<file path="src/logic/fatc_pkg.sv">
// Purpose: constants shared by the fabric arbitration and timeout block
// Assumes: four ingress ports, four egress destinations, 32-bit APB
// Notes:   control field positions are little-endian bit numbers

package fatc_pkg;

   // =================================================================
   // geometry
   localparam int NP     = 4;
   localparam int PW     = 2;
   localparam int PRW    = 2;
   localparam int AGE_W  = 8;
   localparam int OVT_W  = 4;
   localparam int PER_W  = 16;
   localparam int PER_SH = 15;
   localparam int TMR_W  = PER_W + PER_SH;

   // =================================================================
   // register map
   localparam logic [31:0] CTRL_ADDR = 32'h0001aa00;
   localparam logic [31:0] STAT_ADDR = 32'h0001aa10;
   localparam logic [31:0] MASK_ADDR = 32'h0001aa14;

   localparam logic [31:0] CTRL_RESET = 32'h0f010200;
   localparam logic [31:0] CTRL_WMASK = 32'h0fb3ffff;

   localparam int OVT_MAX_LSB = 24;
   localparam int BOUND_BIT   = 23;
   localparam int ARB_LSB     = 20;
   localparam int IRQON_BIT   = 17;
   localparam int TMRON_BIT   = 16;
   localparam int PERIOD_LSB  = 0;

   typedef enum logic [1:0] {
      ARB_FCFS,
      ARB_SP1,
      ARB_RSVD,
      ARB_SP2
   } fatc_arb_type;

endpackage : fatc_pkg

</file>
<file path="src/logic/fatc_req_slot.sv">
// Purpose: one queued request of an ingress port with its timeout timer
// Assumes: load only while free_q is high
// Notes:   a grant in the timeout cycle wins, the request completes

`timescale 1ns/1ps
`default_nettype none

module fatc_req_slot
   import fatc_pkg::*;
(
   input  wire logic               pclk,
   input  wire logic               presetn,
   input  wire logic               load,
   input  wire logic [PW-1:0]      dest_in,
   input  wire logic [PRW-1:0]     prio_in,
   input  wire logic               grant,
   input  wire logic               overtaken,
   input  wire logic               timer_live,
   input  wire logic [PER_W-1:0]   period,
   input  wire logic               bound_on,
   input  wire logic [OVT_W-1:0]   ovt_max,
   output logic                    valid_q,
   output logic                    free_q,
   output logic [PW-1:0]           dest_q,
   output logic [PRW-1:0]          prio_q,
   output logic [AGE_W-1:0]        age_q,
   output logic [OVT_W-1:0]        ovt_q,
   output logic                    err_q
);

   // =================================================================
   // timer
   logic [TMR_W-1:0] cnt_q;
   logic [TMR_W-1:0] limit;
   logic             expire;

   assign limit  = {period, {PER_SH{1'b0}}};
   assign expire = valid_q && timer_live && !grant &&
                   (cnt_q == limit - TMR_W'(1));

   always_ff @(posedge pclk or negedge presetn) begin
      if (!presetn) begin
         cnt_q <= '0;
      end else if (load || !valid_q || !timer_live) begin
         cnt_q <= '0;
      end else begin
         cnt_q <= cnt_q + TMR_W'(1);
      end
   end

   // =================================================================
   // request holding
   always_ff @(posedge pclk or negedge presetn) begin
      if (!presetn) begin
         valid_q <= 1'b0;
         free_q  <= 1'b1;
         dest_q  <= '0;
         prio_q  <= '0;
      end else if (load) begin
         valid_q <= 1'b1;
         free_q  <= 1'b0;
         dest_q  <= dest_in;
         prio_q  <= prio_in;
      end else if (grant || expire) begin
         valid_q <= 1'b0;
         free_q  <= 1'b1;
      end
   end

   always_ff @(posedge pclk or negedge presetn) begin
      if (!presetn) begin
         err_q <= 1'b0;
      end else begin
         err_q <= expire;
      end
   end

   // age breaks ties for first-come order
   always_ff @(posedge pclk or negedge presetn) begin
      if (!presetn) begin
         age_q <= '0;
         ovt_q <= '0;
      end else if (load) begin
         age_q <= '0;
         ovt_q <= '0;
      end else if (valid_q) begin
         if (age_q != '1) begin
            age_q <= age_q + AGE_W'(1);
         end
         if (overtaken && !(bound_on && ovt_q >= ovt_max) &&
             ovt_q != '1) begin
            ovt_q <= ovt_q + OVT_W'(1);
         end
      end
   end

   // =================================================================
   // checks
   chk_drop_on_error: assert property (
      @(posedge pclk) disable iff (!presetn)
      err_q |-> !valid_q && $past(valid_q))
      else $error("timed-out request still queued");

   chk_timer_count: assert property (
      @(posedge pclk) disable iff (!presetn)
      $rose(err_q) |-> $past(cnt_q) == $past(limit) - TMR_W'(1))
      else $error("timeout fired at wrong count");

endmodule : fatc_req_slot

`default_nettype wire

</file>
<file path="src/logic/fatc_irq_regs.sv">
// Purpose: sticky error status, mask and interrupt level
// Assumes: set pulses come from the same clock
// Notes:   a set in the clearing cycle wins over the clear

`timescale 1ns/1ps
`default_nettype none

module fatc_irq_regs
   import fatc_pkg::*;
(
   input  wire logic           pclk,
   input  wire logic           presetn,
   input  wire logic [NP-1:0]  set_ev,
   input  wire logic           wr_stat,
   input  wire logic           wr_mask,
   input  wire logic [NP-1:0]  wdata,
   input  wire logic           irq_on,
   output logic [NP-1:0]       stat_q,
   output logic [NP-1:0]       mask_q,
   output logic                irq_q
);

   logic [NP-1:0] stat_d;

   assign stat_d = (stat_q & ~(wr_stat ? wdata : '0)) | set_ev;

   always_ff @(posedge pclk or negedge presetn) begin
      if (!presetn) begin
         stat_q <= '0;
      end else begin
         stat_q <= stat_d;
      end
   end

   always_ff @(posedge pclk or negedge presetn) begin
      if (!presetn) begin
         mask_q <= '0;
      end else if (wr_mask) begin
         mask_q <= wdata;
      end
   end

   always_ff @(posedge pclk or negedge presetn) begin
      if (!presetn) begin
         irq_q <= 1'b0;
      end else begin
         irq_q <= irq_on && |(stat_d & mask_q);
      end
   end

endmodule : fatc_irq_regs

`default_nettype wire

</file>
<file path="src/logic/fatc_core.sv">
// Purpose: fabric ingress arbitration, overtake bound and request timeout
// Assumes: ingress and egress logic share pclk; APB register access
// Notes:   one queued request per ingress port; grants are one-cycle pulses
//
// Local design decision: the APB interface to the registers.

`timescale 1ns/1ps
`default_nettype none

// Behaviour
// - raise error acknowledge when a blocked request times out
// - drop timed-out request; source treats it incomplete
// - report each error by port-write, interrupt or both; port-write is always sent, interrupt only when enabled
// - reorder by priority or around a blocked head
// - bound enable, zero unbounded, resets to zero
// - two-bit arbitration scheme field, resets to zero
// - interrupt enable gates error interrupts, resets zero
// - timer enable, zero disables timer, resets one
// - timeout equals period field times two to fifteen
// - period field resets to 0x0200, software writable
// - zero period disables the timer
module fatc_core
   import fatc_pkg::*;
(
   input  wire logic                pclk,
   input  wire logic                presetn,
   input  wire logic                psel,
   input  wire logic                penable,
   input  wire logic                pwrite,
   input  wire logic [31:0]         paddr,
   input  wire logic [31:0]         pwdata,
   output logic      [31:0]         prdata,
   output logic                     pready,
   output logic                     pslverr,
   input  wire logic [NP-1:0]       req_valid,
   input  wire logic [NP*PW-1:0]    req_dest,
   input  wire logic [NP*PRW-1:0]   req_prio,
   output logic      [NP-1:0]       req_ready,
   output logic      [NP-1:0]       req_done,
   output logic      [NP-1:0]       blocked_request_error_ack,
   input  wire logic [NP-1:0]       dest_ready,
   output logic      [NP-1:0]       grant_valid,
   output logic      [NP*PW-1:0]    grant_src,
   output logic                     pw_valid,
   output logic      [NP-1:0]       pw_ports,
   output logic                     irq
);

   // =================================================================
   // control register
   logic [31:0]         fabric_control_q;
   logic [OVT_W-1:0]    overtake_count_max;
   logic                overtake_bound_on;
   fatc_arb_type        ingress_arbitration_scheme;
   logic                blocked_error_irq_on;
   logic                request_timer_on;
   logic [PER_W-1:0]    request_timeout_period;
   logic                timer_live;

   assign overtake_count_max =
      fabric_control_q[OVT_MAX_LSB +: OVT_W];
   assign overtake_bound_on = fabric_control_q[BOUND_BIT];
   assign ingress_arbitration_scheme =
      fatc_arb_type'(fabric_control_q[ARB_LSB +: 2]);
   assign blocked_error_irq_on = fabric_control_q[IRQON_BIT];
   assign request_timer_on     = fabric_control_q[TMRON_BIT];
   assign request_timeout_period =
      fabric_control_q[PERIOD_LSB +: PER_W];
   // a zero period means off, whatever the enable says
   assign timer_live = request_timer_on &&
                       (request_timeout_period != '0);

   // =================================================================
   // apb slave, zero wait states
   logic          acc;
   logic          hit_ctrl;
   logic          hit_stat;
   logic          hit_mask;
   logic [NP-1:0] stat_q;
   logic [NP-1:0] mask_q;

   assign acc      = psel && penable && pready;
   assign hit_ctrl = (paddr == CTRL_ADDR);
   assign hit_stat = (paddr == STAT_ADDR);
   assign hit_mask = (paddr == MASK_ADDR);

   always_ff @(posedge pclk or negedge presetn) begin
      if (!presetn) begin
         pready  <= 1'b0;
         pslverr <= 1'b0;
         prdata  <= '0;
      end else begin
         pready  <= psel && !penable;
         pslverr <= psel && !penable && !(hit_ctrl || hit_stat || hit_mask);
         if (psel && !penable && !pwrite) begin
            prdata <= hit_ctrl ? (fabric_control_q & CTRL_WMASK) :
                      hit_stat ? {{(32-NP){1'b0}}, stat_q} :
                      hit_mask ? {{(32-NP){1'b0}}, mask_q} : '0;
         end
      end
   end

   always_ff @(posedge pclk or negedge presetn) begin
      if (!presetn) begin
         fabric_control_q <= CTRL_RESET;
      end else if (acc && pwrite && hit_ctrl) begin
         fabric_control_q <= pwdata & CTRL_WMASK;
      end
   end

   // =================================================================
   // request slots
   logic [NP-1:0]    s_valid;
   logic [NP-1:0]    s_free;
   logic [NP-1:0]    s_err;
   logic [NP-1:0]    s_load;
   logic [NP-1:0]    granted;
   logic [NP-1:0]    overtk;
   logic [PW-1:0]    s_dest [NP];
   logic [PRW-1:0]   s_prio [NP];
   logic [AGE_W-1:0] s_age  [NP];
   logic [OVT_W-1:0] s_ovt  [NP];

   // the port hands requests over in arrival order, one at a time
   assign s_load    = req_valid & s_free;
   assign req_ready = s_free;

   for (genvar g = 0; g < NP; g++) begin : g_slot
      fatc_req_slot u_slot (
         .pclk       (pclk),
         .presetn    (presetn),
         .load       (s_load[g]),
         .dest_in    (req_dest[g*PW +: PW]),
         .prio_in    (req_prio[g*PRW +: PRW]),
         .grant      (granted[g]),
         .overtaken  (overtk[g]),
         .timer_live (timer_live),
         .period     (request_timeout_period),
         .bound_on   (overtake_bound_on),
         .ovt_max    (overtake_count_max),
         .valid_q    (s_valid[g]),
         .free_q     (s_free[g]),
         .dest_q     (s_dest[g]),
         .prio_q     (s_prio[g]),
         .age_q      (s_age[g]),
         .ovt_q      (s_ovt[g]),
         .err_q      (s_err[g])
      );
   end

   assign blocked_request_error_ack = s_err;

   // =================================================================
   // arbitration
   function automatic logic starved(input logic on,
                                    input logic [OVT_W-1:0] cnt,
                                    input logic [OVT_W-1:0] lim);
      starved = on && (cnt >= lim);
   endfunction : starved

   logic [NP-1:0]    cand;
   logic [NP-1:0]    gv_d;
   logic [NP*PW-1:0] gs_d;
   logic             have;
   logic             better;
   logic [PW-1:0]    best;

   always_comb begin
      gv_d    = '0;
      gs_d    = '0;
      granted = '0;
      overtk  = '0;
      cand    = '0;
      have    = 1'b0;
      better  = 1'b0;
      best    = '0;
      for (int d = 0; d < NP; d++) begin
         have = 1'b0;
         best = '0;
         for (int p = 0; p < NP; p++) begin
            cand[p] = s_valid[p] && (s_dest[p] == PW'(d));
            // an older starved packet of equal or higher priority holds
            // back the others, bounding its latency
            for (int s = 0; s < NP; s++) begin
               if (s != p && s_valid[s] &&
                   starved(overtake_bound_on, s_ovt[s],
                           overtake_count_max) &&
                   s_prio[s] >= s_prio[p] &&
                   s_age[s] > s_age[p]) begin
                  cand[p] = 1'b0;
               end
            end
            case (ingress_arbitration_scheme)
               ARB_SP1: better = s_prio[p] > s_prio[best] ||
                                 (s_prio[p] == s_prio[best] &&
                                  s_age[p] > s_age[best]);
               ARB_SP2: better = s_prio[p] > s_prio[best];
               default: better = s_age[p] > s_age[best];
            endcase
            if (cand[p] && (!have || better)) begin
               have = 1'b1;
               best = PW'(p);
            end
         end
         if (have && dest_ready[d]) begin
            gv_d[d]           = 1'b1;
            gs_d[d*PW +: PW]  = best;
            granted[best]     = 1'b1;
         end
      end
      for (int s = 0; s < NP; s++) begin
         for (int p = 0; p < NP; p++) begin
            if (granted[p] && p != s && s_valid[s] && !granted[s] &&
                s_prio[p] <= s_prio[s] && s_age[p] < s_age[s]) begin
               overtk[s] = 1'b1;
            end
         end
      end
   end

   always_ff @(posedge pclk or negedge presetn) begin
      if (!presetn) begin
         grant_valid <= '0;
         grant_src   <= '0;
         req_done    <= '0;
      end else begin
         grant_valid <= gv_d;
         grant_src   <= gs_d;
         req_done    <= granted;
      end
   end

   // =================================================================
   // error reporting
   always_ff @(posedge pclk or negedge presetn) begin
      if (!presetn) begin
         pw_valid <= 1'b0;
         pw_ports <= '0;
      end else begin
         pw_valid <= |s_err;
         pw_ports <= s_err;
      end
   end

   fatc_irq_regs u_irq (
      .pclk    (pclk),
      .presetn (presetn),
      .set_ev  (s_err),
      .wr_stat (acc && pwrite && hit_stat),
      .wr_mask (acc && pwrite && hit_mask),
      .wdata   (pwdata[NP-1:0]),
      .irq_on  (blocked_error_irq_on),
      .stat_q  (stat_q),
      .mask_q  (mask_q),
      .irq_q   (irq)
   );

   // =================================================================
   // checks
   chk_irq_gate: assert property (
      @(posedge pclk) disable iff (!presetn)
      irq |-> $past(blocked_error_irq_on) &&
              (stat_q & $past(mask_q)) != '0)
      else $error("interrupt without enable or status");

   chk_error_report: assert property (
      @(posedge pclk) disable iff (!presetn)
      (s_err != '0) |=> pw_valid && pw_ports == $past(s_err))
      else $error("error acknowledge not reported");

   chk_reserved_zero: assert property (
      @(posedge pclk) disable iff (!presetn)
      (fabric_control_q & ~CTRL_WMASK) == '0)
      else $error("reserved control bit set");

   chk_timer_off: assert property (
      @(posedge pclk) disable iff (!presetn)
      !timer_live [*2] |=> blocked_request_error_ack == '0)
      else $error("timeout while timer disabled");

   chk_grant_ready: assert property (
      @(posedge pclk) disable iff (!presetn)
      grant_valid != '0 |-> (grant_valid & ~$past(dest_ready)) == '0)
      else $error("grant to a blocked destination");

   chk_done_not_error: assert property (
      @(posedge pclk) disable iff (!presetn)
      (req_done & blocked_request_error_ack) == '0)
      else $error("request both completed and failed");

   chk_ready_after_error: assert property (
      @(posedge pclk) disable iff (!presetn)
      blocked_request_error_ack[0] |-> req_ready[0])
      else $error("error raised but slot not freed");

endmodule : fatc_core

`default_nettype wire

</file>
<file path="config.mk">
export PLATFORM = sky130hd
export DESIGN_NAME = fatc_core
export DESIGN_NICKNAME = d
export VERILOG_FILES = /design/src/logic/fatc_pkg.sv /design/src/logic/fatc_req_slot.sv /design/src/logic/fatc_irq_regs.sv /design/src/logic/fatc_core.sv
export SDC_FILE = /design/constraint.sdc
export NUM_CORES = 1
export LEC_CHECK = 0
export BUFFER_PORTS_ARGS = -buffer_cell sky130_fd_sc_hd__buf_4
export CAP_MARGIN = 10
export CORE_ASPECT_RATIO = 2
export CORE_MARGIN = 5
export CORE_UTILIZATION = 26
export DETAILED_ROUTE_END_ITERATION = 10
export GPL_ROUTABILITY_DRIVEN = 0
export REMOVE_ABC_BUFFERS = 1
export SLEW_MARGIN = 0
export SYNTH_ARGS = -nofsm -noshare
export SYNTH_HDL_FRONTEND = slang
export SYNTH_HIERARCHICAL = 1
export SYNTH_SLANG_ARGS = --single-unit
</file>
<file path="constraint.sdc">
create_clock -name pclk -period 11.5 [get_ports pclk]
set_clock_uncertainty 0.2 [all_clocks]
set_input_delay 2.3 -clock pclk [delete_from_list [all_inputs] [get_ports pclk]]
set_output_delay 2.3 -clock pclk [all_outputs]
set_load 0.005 [all_outputs]
</file>
* Word level (Yosys, flattened, before mapping)
Index checks and enable logic that the tools add are counted.
Word-level totals: logic and storage cells 659, bits of input ports 93, output and inout port bits 64, memories kept 0, RAM bits 0, flip-flop bits (word level) 289, bits in read-only memories 0, latch bits 0
Cells by class: multiply operators 0, muxes and demuxes 213, shifts and indexed selects 0, add/sub/neg operators 13, magnitude comparators 85, equal/unequal tests 38, divide/modulo/power cells 0, reduce and logical (&&, ||, !) cells 250, bitwise operators 16
Operators with widths (count):
- $mux 8 | 28
- $gt 8x8->1 | 20
- $logic_and 1x1->1 | 156
- $bmux 8 s2 | 8
- $add 31x1->31 const B | 4
- $eq 31x31->1 | 4
- $mux 31 | 4
- $mux 1 | 104
- $eq 32x17->1 const B | 3
- $lt 8x8->1 | 12
- $mux 4 | 19
- $mux 2 | 28
- $logic_or 1x1->1 | 35
- $add 8x1->8 const B | 4
- $bmux 2 s2 | 8
- $ne 8x8->1 const B | 4
- $reduce_bool 2->1 | 16
- $sub 31x1->31 const B | 1
- $logic_not 1->1 | 28
- $mux 28 | 1
- $ge 2x2->1 | 12
- $ge 3x3->1 const B | 8
- $le 2x2->1 | 12
- $eq 2x2->1 | 9
- other kinds (19) | 87

* Longest topological paths before layout
Gate-level depths: netlist of the first run.
depth after elaboration 58, depth in mapped cells 40, gate-level depth less buffers 37

* By module
The synthesis of the first run kept the hierarchy.
Modules (own cells, without submodules):
- fatc_req_slot at g_slot[0].u_slot ... | sequential area each 1252.5 um^2, times used 3, area each 2912.8 um^2, cells an instance 307
- fatc_core | sequential area each 1834.3 um^2, times used 1, area each 8421.8 um^2, cells an instance 1005
- fatc_req_slot at g_slot[3].u_slot | sequential area each 1252.5 um^2, times used 1, area each 2979.1 um^2, cells an instance 338
- fatc_irq_regs | sequential area each 225.2 um^2, times used 1, area each 389.1 um^2, cells an instance 30

* Worst setup path before layout of the first run
No wires, ideal clock.
kind register to register, from reg fabric_control_q[24], to reg g_slot[3].u_slot.valid_q, clock period less this slack 8.024 ns, arrival 7.705 ns, library setup time 0.120 ns, stages on the path, launching flop included 37, buffers on the path 2, required time 11.180 ns, setup slack 3.476 ns, path through dfstp_2 ha_1 nand2b_1 a21o_1 a211o_1 o2111ai_2 o21ai_2 or4_1 nor2_1 buf_2 mux2i_1 ha_1 nor2b_1 o21a_1 o21ai_0 a211oi_1 nor2_1 o21ai_1 nand2_1 clkbuf_1 o21ai_0 ha_1 a21o_1 a21o_1 a21oi_1 nand2_1 o21ai_0 nor3_1 a41oi_2 a2bb2oi_2 nand2_1 nor4_1 o21ai_0 a2111oi_0 o211ai_1 or4_4 a31o_1
On the way: longest elaborated chain between the ends 51, elaborated cells between the ends (all ways) 288, classes of those cells order compare: 28; eq/ne: 8; mux: 144; bitwise: 11; reduce/logical: 97
RTL lines:
- start, declared | RTL line fatc_core.sv:51 | logic [31:0] fabric_control_q;
- start signal, assigned | RTL line fatc_core.sv:107 | fabric_control_q <= pwdata & CTRL_WMASK;
- $ge 4x4->1 | RTL line fatc_core.sv:158 | starved = on && (cnt >= lim);
- $logic_and 1x1->1 | RTL line fatc_core.sv:158
- $logic_and 1x1->1 | RTL line fatc_core.sv:185 | if (s != p && s_valid[s] &&
- $logic_and 1x1->1 | RTL line fatc_core.sv:187 | overtake_count_max) &&
- $logic_and 1x1->1 | RTL line fatc_core.sv:188 | s_prio[s] >= s_prio[p] &&
- $mux 1 (3 in a row) | RTL line fatc_core.sv:185
- $mux 1 | RTL line fatc_core.sv:200 | if (cand[p] && (!have || better)) begin
- $logic_not 1->1 | RTL line fatc_core.sv:200
- [33 not listed]
- $mux 4 | RTL line fatc_core.sv:205 | if (have && dest_ready[d]) begin
- $or 4x4->4 (no source line)
- $mux 4 * | RTL line fatc_core.sv:205
- named net granted[3] | RTL line fatc_core.sv:117 | logic [NP-1:0] granted;
- $logic_not 1->1 | RTL line fatc_req_slot.sv:38 | assign expire = valid_q && timer_live && !grant &&
- $logic_and 1x1->1 (2 in a row) | RTL line fatc_req_slot.sv:38
- $logic_or 1x1->1 * | RTL line fatc_req_slot.sv:64 | end else if (grant || expire) begin
- $reduce_bool 2->1 (no source line) *
- end signal, assigned | RTL line fatc_req_slot.sv:55 | valid_q <= 1'b0;
- end signal, assigned | RTL line fatc_req_slot.sv:60 | valid_q <= 1'b1;
- end signal, assigned | RTL line fatc_req_slot.sv:65 | valid_q <= 1'b0;
- end, declared | RTL line fatc_req_slot.sv:22 | output logic valid_q,
Mark *: on every way through the listed nets, which the timed path passes. The rest lies on a longest branch. The select of a mux whose other input is x is not followed. A chain may end at the register's enable or synchronous reset.

* Worst setup path after layout of the first run
from reg g_slot[0].u_slot.age_q[2], to reg g_slot[3].u_slot.valid_q
On the way: longest elaborated chain between the ends 48, elaborated cells between the ends (all ways) 267, classes of those cells order compare: 30; eq/ne: 8; mux: 145; bitwise: 11; reduce/logical: 73
RTL lines:
- start, declared | RTL line fatc_req_slot.sv:26 | output logic [AGE_W-1:0] age_q,
- start signal, assigned | RTL line fatc_req_slot.sv:88 | age_q <= age_q + AGE_W'(1);
- $gt 8x8->1 | RTL line fatc_core.sv:189, fatc_core.sv:196, fatc_core.sv:198
- $logic_and 1x1->1 | RTL line fatc_core.sv:188
- $mux 1 (3 in a row) | RTL line fatc_core.sv:185
- $mux 1 | RTL line fatc_core.sv:200
- $logic_not 1->1 | RTL line fatc_core.sv:200
- $logic_or 1x1->1 | RTL line fatc_core.sv:200
- $logic_and 1x1->1 | RTL line fatc_core.sv:200
- $mux 1 | RTL line fatc_core.sv:200
- [30 not listed]
- $mux 4 | RTL line fatc_core.sv:205
- $or 4x4->4 (no source line)
- $mux 4 * | RTL line fatc_core.sv:205
- named net granted[3] | RTL line fatc_core.sv:117
- $logic_not 1->1 | RTL line fatc_req_slot.sv:38
- $logic_and 1x1->1 (2 in a row) | RTL line fatc_req_slot.sv:38
- $logic_or 1x1->1 * | RTL line fatc_req_slot.sv:64
- $reduce_bool 2->1 (no source line) *
Marked as above.

==> impl_metrics.json, run 1 <==
{
  "status": "complete, no violations",
  "num-nets-final": 2742,
  "max_slew.worst_pin.slew_ns": 1.247,
  "max_stage_delay_ns": 0.80,
  "hold_class": "reg -> reg",
  "setup_violations": 0,
  "dp.cells": 3459,
  "total_leakage_power_nw": 10.76,
  "worst_setup_path_start_kind": "register",
  "postCtsSetupBuffers": 0,
  "finalPower_mw": 2.539,
  "hold_violations": 0,
  "root_buffer": "clkbuf_16",
  "final_max_slew_viol_count": 0,
  "crit_cells": 33,
  "htreeDepth": 1,
  "setup-tns-final_ns": 0,
  "maxSlewHeadroom_pct": 16.72,
  "initial_core_util_pct": 26.25,
  "portBuffers": 142,
  "crit_path_max_fanout": 12,
  "rr_worst_depth": 33,
  "cp_data_required_time_ns": 11.77,
  "crit_end": "g_slot[3].u_slot/valid_q",
  "fillers": 8214,
  "synthesis.instances": 2294,
  "die_height_microns": 407.4,
  "rows": 145,
  "critPathCaptureType": "register",
  "hold_buffers": 0,
  "fin_crit_sh_pct": 93.05,
  "syn-cell-area_sq_mm": 0.02053,
  "drt_iter0_drc": 856,
  "r2r_setup_slack_ns": 0.80,
  "cts_buffers": 29,
  "cts_resized": 0,
  "async_flop_share_pct": 100.0,
  "yosys_register_bits": 282,
  "cts_tree": "yes",
  "synth.distinct_cells": 99,
  "drt_wl_total_microns": 65490,
  "antenna_cells": 0,
  "timing.rr.end": "g_slot[3].u_slot/valid_q",
  "fmax_mhz": 93.45,
  "grt-ovfl-total": 0,
  "critical_path.top_delay_family": "compound AO/OA/AOI/OAI gates",
  "powerDensity_mw_per_mm2": 105.7,
  "grt_max_degree": 91,
  "worstReg2RegStart": "g_slot[0].u_slot/age_q[2]",
  "dieArea_sq_mm": 0.08502,
  "num_vias": 17635,
  "grt_pass1_wl_microns": 101700,
  "first_pass_iters": 5,
  "instances_no_fill": 3512,
  "insertion_delay_ns": 0.59,
  "drive_gt1_share_pct": 15.83,
  "grt_usage_pct": 14.92,
  "maxCapViolCount": 0,
  "synth_area_per_cell_sq_um": 8.949,
  "cpMaxStageDelayCell": "o41ai_1",
  "pin_count": 157,
  "synth_edf_count": 0,
  "design.core.area_sq_mm": 0.07819,
  "pre_cts_slack_ns": 1.080,
  "ys_warn_count": 6,
  "grt_pass1_vias": 18213,
  "fin_crit_ns": 10.70,
  "ir_drop_mv": 0.1105,
  "drcViolationCount": 0,
  "worstSetupPathType": "reg -> reg",
  "yosysSeqAreaShare_pct": 34.44,
  "cp_data_arrival_time_ns": 10.97,
  "path_clk_slew_ns": 0.07,
  "synthFlopType": "dfrtp_1",
  "die_x_microns": 208.7,
  "ant_nets": 0,
  "crit_start": "g_slot[0].u_slot/age_q[2]",
  "routed_via_density": 5.021,
  "clock_sinks": 282,
  "antenna_found_initial": 1,
  "synthToLayoutAreaGrowth_pct": 17.05,
  "wl_per_cell_microns": 18.65,
  "cts.path.max_buffers": 3,
  "worst_slack_ns": 0.7989,
  "critPathBufInv": 1,
  "dpl.hpwl_microns": 50610,
  "rsz0062_at_grt": "false"
}
-- cell usage after synthesis (all sizes together), types with 7 or more instances --
library cell    n  area share, %
a41oi           7           0.34
nor2          206            3.8
nor3           53            1.4
o2111ai        11           0.50
nand3          85            2.3
ha            188             11
nor4           41            1.7
buf            23           0.64
xnor2          92            3.9
mux2           64            3.5
xor2          107            4.6
nor2b          23           0.70
or3            45            1.4
nand3b          9           0.33
dfrtp         272             33
a21oi         106            2.6
o22ai           8           0.27
inv           147            2.7
or4             9           0.35
nand2b         26           0.79
nand4          63            2.0
o211ai         13           0.52
clkbuf         46           0.84
o21ai         159            3.9
nand2         204            3.7
a21o           26           0.95
o21a           12           0.44
and4           10           0.46
o31ai          15           0.60
and2           17           0.62
mux2i          51            2.5
or2             9           0.27
dfstp          10            1.3
and3           34            1.0
a31oi           9           0.27
-- layout make-up --
class | count | area (sq um) | area share [%]
Sequential cell | 282 | 7069 | 29.42
Timing Repair Buffer | 199 | 1501 | 6.249
Tap cell | 1029 | 1287 | 5.358
Multi-Input combinational cell | 1802 | 12630 | 52.58
Inverter | 147 | 551.8 | 2.296
Clock buffer | 39 | 813.3 | 3.385
Clock inverter | 14 | 170.2 | 0.7082
-- worst min path at each step --
stage / start / endpoint / slack [ns] / cells after the start
finish: prdata[0] / prdata[0] / 0.28 / 2
global route: prdata[0] / prdata[0] / 0.31 / 2
CTS: prdata[25] / prdata[25] / 0.29 / 2
detailed placement: prdata[2] / prdata[2] / 0.27 / 2
global placement: prdata[4] / prdata[4] / 0.26 / 2
floorplan: g_slot[2].u_slot/err_q / pw_ports[2] / 0.22 / 0
-- registers in the layout (all words and copies together), names as in the netlist --
register	count
fabric_control_q	25
g_slot.u_slot/age_q	32
g_slot.u_slot/cnt_q	124
g_slot.u_slot/dest_q	8
g_slot.u_slot/err_q	4
g_slot.u_slot/free_q	4
g_slot.u_slot/ovt_q	16
g_slot.u_slot/prio_q	8
g_slot.u_slot/valid_q	4
grant_src	8
grant_valid	4
prdata	25
pready	1
pslverr	1
pw_ports	4
pw_valid	1
req_done	4
u_irq/irq_q	1
u_irq/mask_q	4
u_irq/stat_q	4
-- cells by family after synthesis --
| logic type | after synthesis | share of synthesized area (%) |
|---|---|---|
| and+or+nand+nor | 869 | 22.35 |
| other | 1 | 0.01827 |
| muxes | 115 | 5.997 |
| DFF | 282 | 34.44 |
| adders and majority gates | 188 | 11.46 |
| AOI/OAI and AO/OA | 424 | 13.08 |
| xor gates and xnor gates | 199 | 8.490 |
| buffers and inverters | 216 | 4.169 |
-- tightest hold or removal path: stages, from the launching register on --
cell,delay (ns)
dfrtp_1,0.34
nand2_1,0.05
o31ai_1,0.05
-- report_power, final --
group	internal, mW	switching, mW
clock network	0.566	0.444
logic	0.179	0.301
registers	1.02	0.0318
-- layer usage --
layer	track usage (%)	vias to the layer above	routed length, microns
li1	-	8514	-
met1	15.71	8470	24220
met2	27.17	437	33390
met3	1.645	214	2265
met4	10.81	0	5615
met5	0	-	0
-- stage by stage --
step | hold WS, ns | util (%) | instance area, sq um
after floorplan | 0.2197 | - | 20250
after global placement | 0.2634 | 29.47 | 23040
after detailed placement | 0.2668 | 29.47 | 23040
after CTS | 0.2889 | 30.73 | 24030
after global routing | 0.3080 | 30.73 | 24030
final | 0.2815 | 30.73 | 24030
-- placed cells by master, fill, tap and decap left out, drive strengths merged, types with 10 or more instances in the layout --
master | Yosys | routed
o31ai | 15 | 15
and3 | 34 | 34
a21oi | 106 | 106
buf | 23 | 199
dfstp | 10 | 10
nor4 | 41 | 41
o21ai | 159 | 159
xnor2 | 92 | 92
mux2 | 64 | 64
nand2 | 204 | 204
dfrtp | 272 | 272
xor2 | 107 | 107
or3 | 45 | 45
o21a | 12 | 12
nand2b | 26 | 26
nand4 | 63 | 63
and2 | 17 | 17
inv | 147 | 149
a21o | 26 | 26
nor2 | 206 | 206
nor3 | 53 | 53
o211ai | 13 | 13
and4 | 10 | 10
o2111ai | 11 | 11
nor2b | 23 | 23
nand3 | 85 | 85
ha | 188 | 188
mux2i | 51 | 51
clkbuf | 46 | 39
Power figures use the tool's default switching activity.
==> inputs of run 2 (changes only) <==
==> constraint.sdc (replaced) <==
create_clock -name pclk -period 11.9 [get_ports pclk]
set_clock_uncertainty 0.2 [all_clocks]
set_input_delay 2.38 -clock pclk [delete_from_list [all_inputs] [get_ports pclk]]
set_output_delay 2.38 -clock pclk [all_outputs]
set_load 0.005 [all_outputs]
==> run 2 against run 1 <==
  * Worst setup slack improved by 0.37 ns
  * Worst hold slack got worse by 0.0055 ns
  * Clock power increased by 5%
==> impl_metrics.json, run 2 (synthesis gave the netlist of run 1 again) <==
{
  "cts_tree": "yes",
  "rr_worst_depth": 36,
  "hold_buffers": 0,
  "finalPower_mw": 2.527,
  "first_pass_iters": 5,
  "min_from": "prdata[2]",
  "r2r_setup_slack_ns": 1.17,
  "worst_setup_path_start_kind": "register",
  "final_cell_mix": "dfrtp_1, nor2_1, nand2_1, ha_1, buf_4",
  "worst_slack_ns": 1.170,
  "cp_data_required_time_ns": 12.17,
  "die_x_microns": 208.7,
  "total_leakage_power_nw": 10.73,
  "rows": 145,
  "initial_core_util_pct": 26.25,
  "regMostFlops": "g_slot.u_slot/cnt_q",
  "setup_violations": 0,
  "grt_pass1_vias": 17986,
  "cts_buffers": 30,
  "fin_area_sq_mm": 0.02404,
  "antenna_found_initial": 1,
  "drt_iter0_drc": 902,
  "drt_wl_total_microns": 64720,
  "min_to": "prdata[2]",
  "critPathCaptureType": "register",
  "wl_per_cell_microns": 18.49,
  "design.core.area_sq_mm": 0.07819,
  "synthToLayoutAreaGrowth_pct": 17.10,
  "crit_path_max_fanout": 12,
  "fmax_mhz": 93.19,
  "hold-path-cell-count": 2,
  "drive_gt1_share_pct": 15.55,
  "hold_violations": 0,
  "root_buffer": "clkbuf_16",
  "grt-ovfl-total": 0,
  "timing.hold.ws_ns": 0.2760,
  "final_max_slew_viol_count": 0,
  "ant_nets": 0,
  "worstReg2RegStart": "g_slot[0].u_slot/age_q[1]",
  "grt_pass1_wl_microns": 99730,
  "cts_resized": 0,
  "ir_drop_mv": 0.1110,
  "grt_usage_pct": 14.63,
  "maxSlewHeadroom_pct": 20.06,
  "fin_crit_sh_pct": 90.17,
  "max_slew.worst_pin.slew_ns": 1.197,
  "cpMaxStageDelayCell": "o41ai_1",
  "dieArea_sq_mm": 0.08502,
  "pin_count": 157,
  "grt_max_degree": 82,
  "num-nets-final": 2727,
  "path_clk_slew_ns": 0.07,
  "clock_sinks": 282,
  "status": "complete, no violations",
  "maxCapViolCount": 0,
  "insertion_delay_ns": 0.59,
  "cp_data_arrival_time_ns": 11.00,
  "top_regs": "g_slot.u_slot/cnt_q (124), g_slot.u_slot/age_q (32)",
  "rsz0062_at_grt": "false",
  "setup-tns-final_ns": 0,
  "timing.rr.end": "g_slot[3].u_slot/valid_q",
  "die_height_microns": 407.4,
  "portBuffers": 142,
  "largest_reg_flops": 124,
  "dpl_cell_area_sq_mm": 0.02292,
  "cts.path.max_buffers": 3,
  "fin_crit_ns": 10.73,
  "final_common_cell": "dfrtp_1",
  "num_vias": 17650,
  "htreeDepth": 1,
  "worstSetupPathType": "reg -> reg",
  "pre_cts_slack_ns": 1.314,
  "powerDensity_mw_per_mm2": 105.1,
  "cp_common_cell": "o21ai_0",
  "max_stage_delay_ns": 0.77,
  "routed_via_density": 5.043,
  "postCtsSetupBuffers": 0,
  "dpl.hpwl_microns": 50050,
  "drcViolationCount": 0,
  "hold_class": "reg -> reg"
}
[run 2: worst max-delay path, delay by kind of cell, from the launching register on]
kind	cells	cell delay [ns]
mux	2	0.55
buf+inv	3	0.49
compound gates	17	4.66
flops	1	0.60
fa+ha+maj	3	0.91
simple gates	11	3.12
[run 2: metrics by stage]
step / std cells / utilization, %
final: 3500 / 30.74
after global routing: 3499 / 30.74
after CTS: 3499 / 30.74
after detailed placement: 3443 / 29.32
after global placement: 3443 / 29.32
after floorplan: 2231 / -
[run 2: area by class of cell]
cell class,instances,area [sq um]
clock buffer,37,848.3
antenna,1,2.502
sequential,282,7069
multi-input combinational,1802,12630
inverter,147,551.8
timing repair buffer,183,1381
tap,1029,1287
clock inverter,19,262.8
fill,8272,54160
[run 2: worst max path at each step]
stage	slack, ns	startpoint	end	cells after the start
detailed placement	1.31	g_slot[0].u_slot/age_q[1]	g_slot[3].u_slot/valid_q	36
floorplan	3.26	g_slot[2].u_slot/age_q[1]	g_slot[3].u_slot/valid_q	34
finish	1.17	g_slot[0].u_slot/age_q[1]	g_slot[3].u_slot/valid_q	36
CTS	1.30	g_slot[0].u_slot/age_q[1]	g_slot[3].u_slot/valid_q	36
global route	0.74	g_slot[3].u_slot/age_q[1]	g_slot[3].u_slot/valid_q	36
global placement	1.38	g_slot[3].u_slot/age_q[1]	g_slot[3].u_slot/valid_q	34
[run 2: report_power, final]
part           internal (mW)  switching, mW
clock                  0.620          0.436
combinational          0.169          0.283
sequential             0.984         0.0356
total                   1.77          0.754
[run 2: layer usage]
metal | wire length (microns) | vias up | track usage [%]
met3 | 2210 | 192 | 1.584
li1 | - | 8465 | -
met2 | 33840 | 400 | 27.25
met1 | 23850 | 8593 | 15.32
met5 | 0 | - | 0
met4 | 4817 | 0 | 9.684
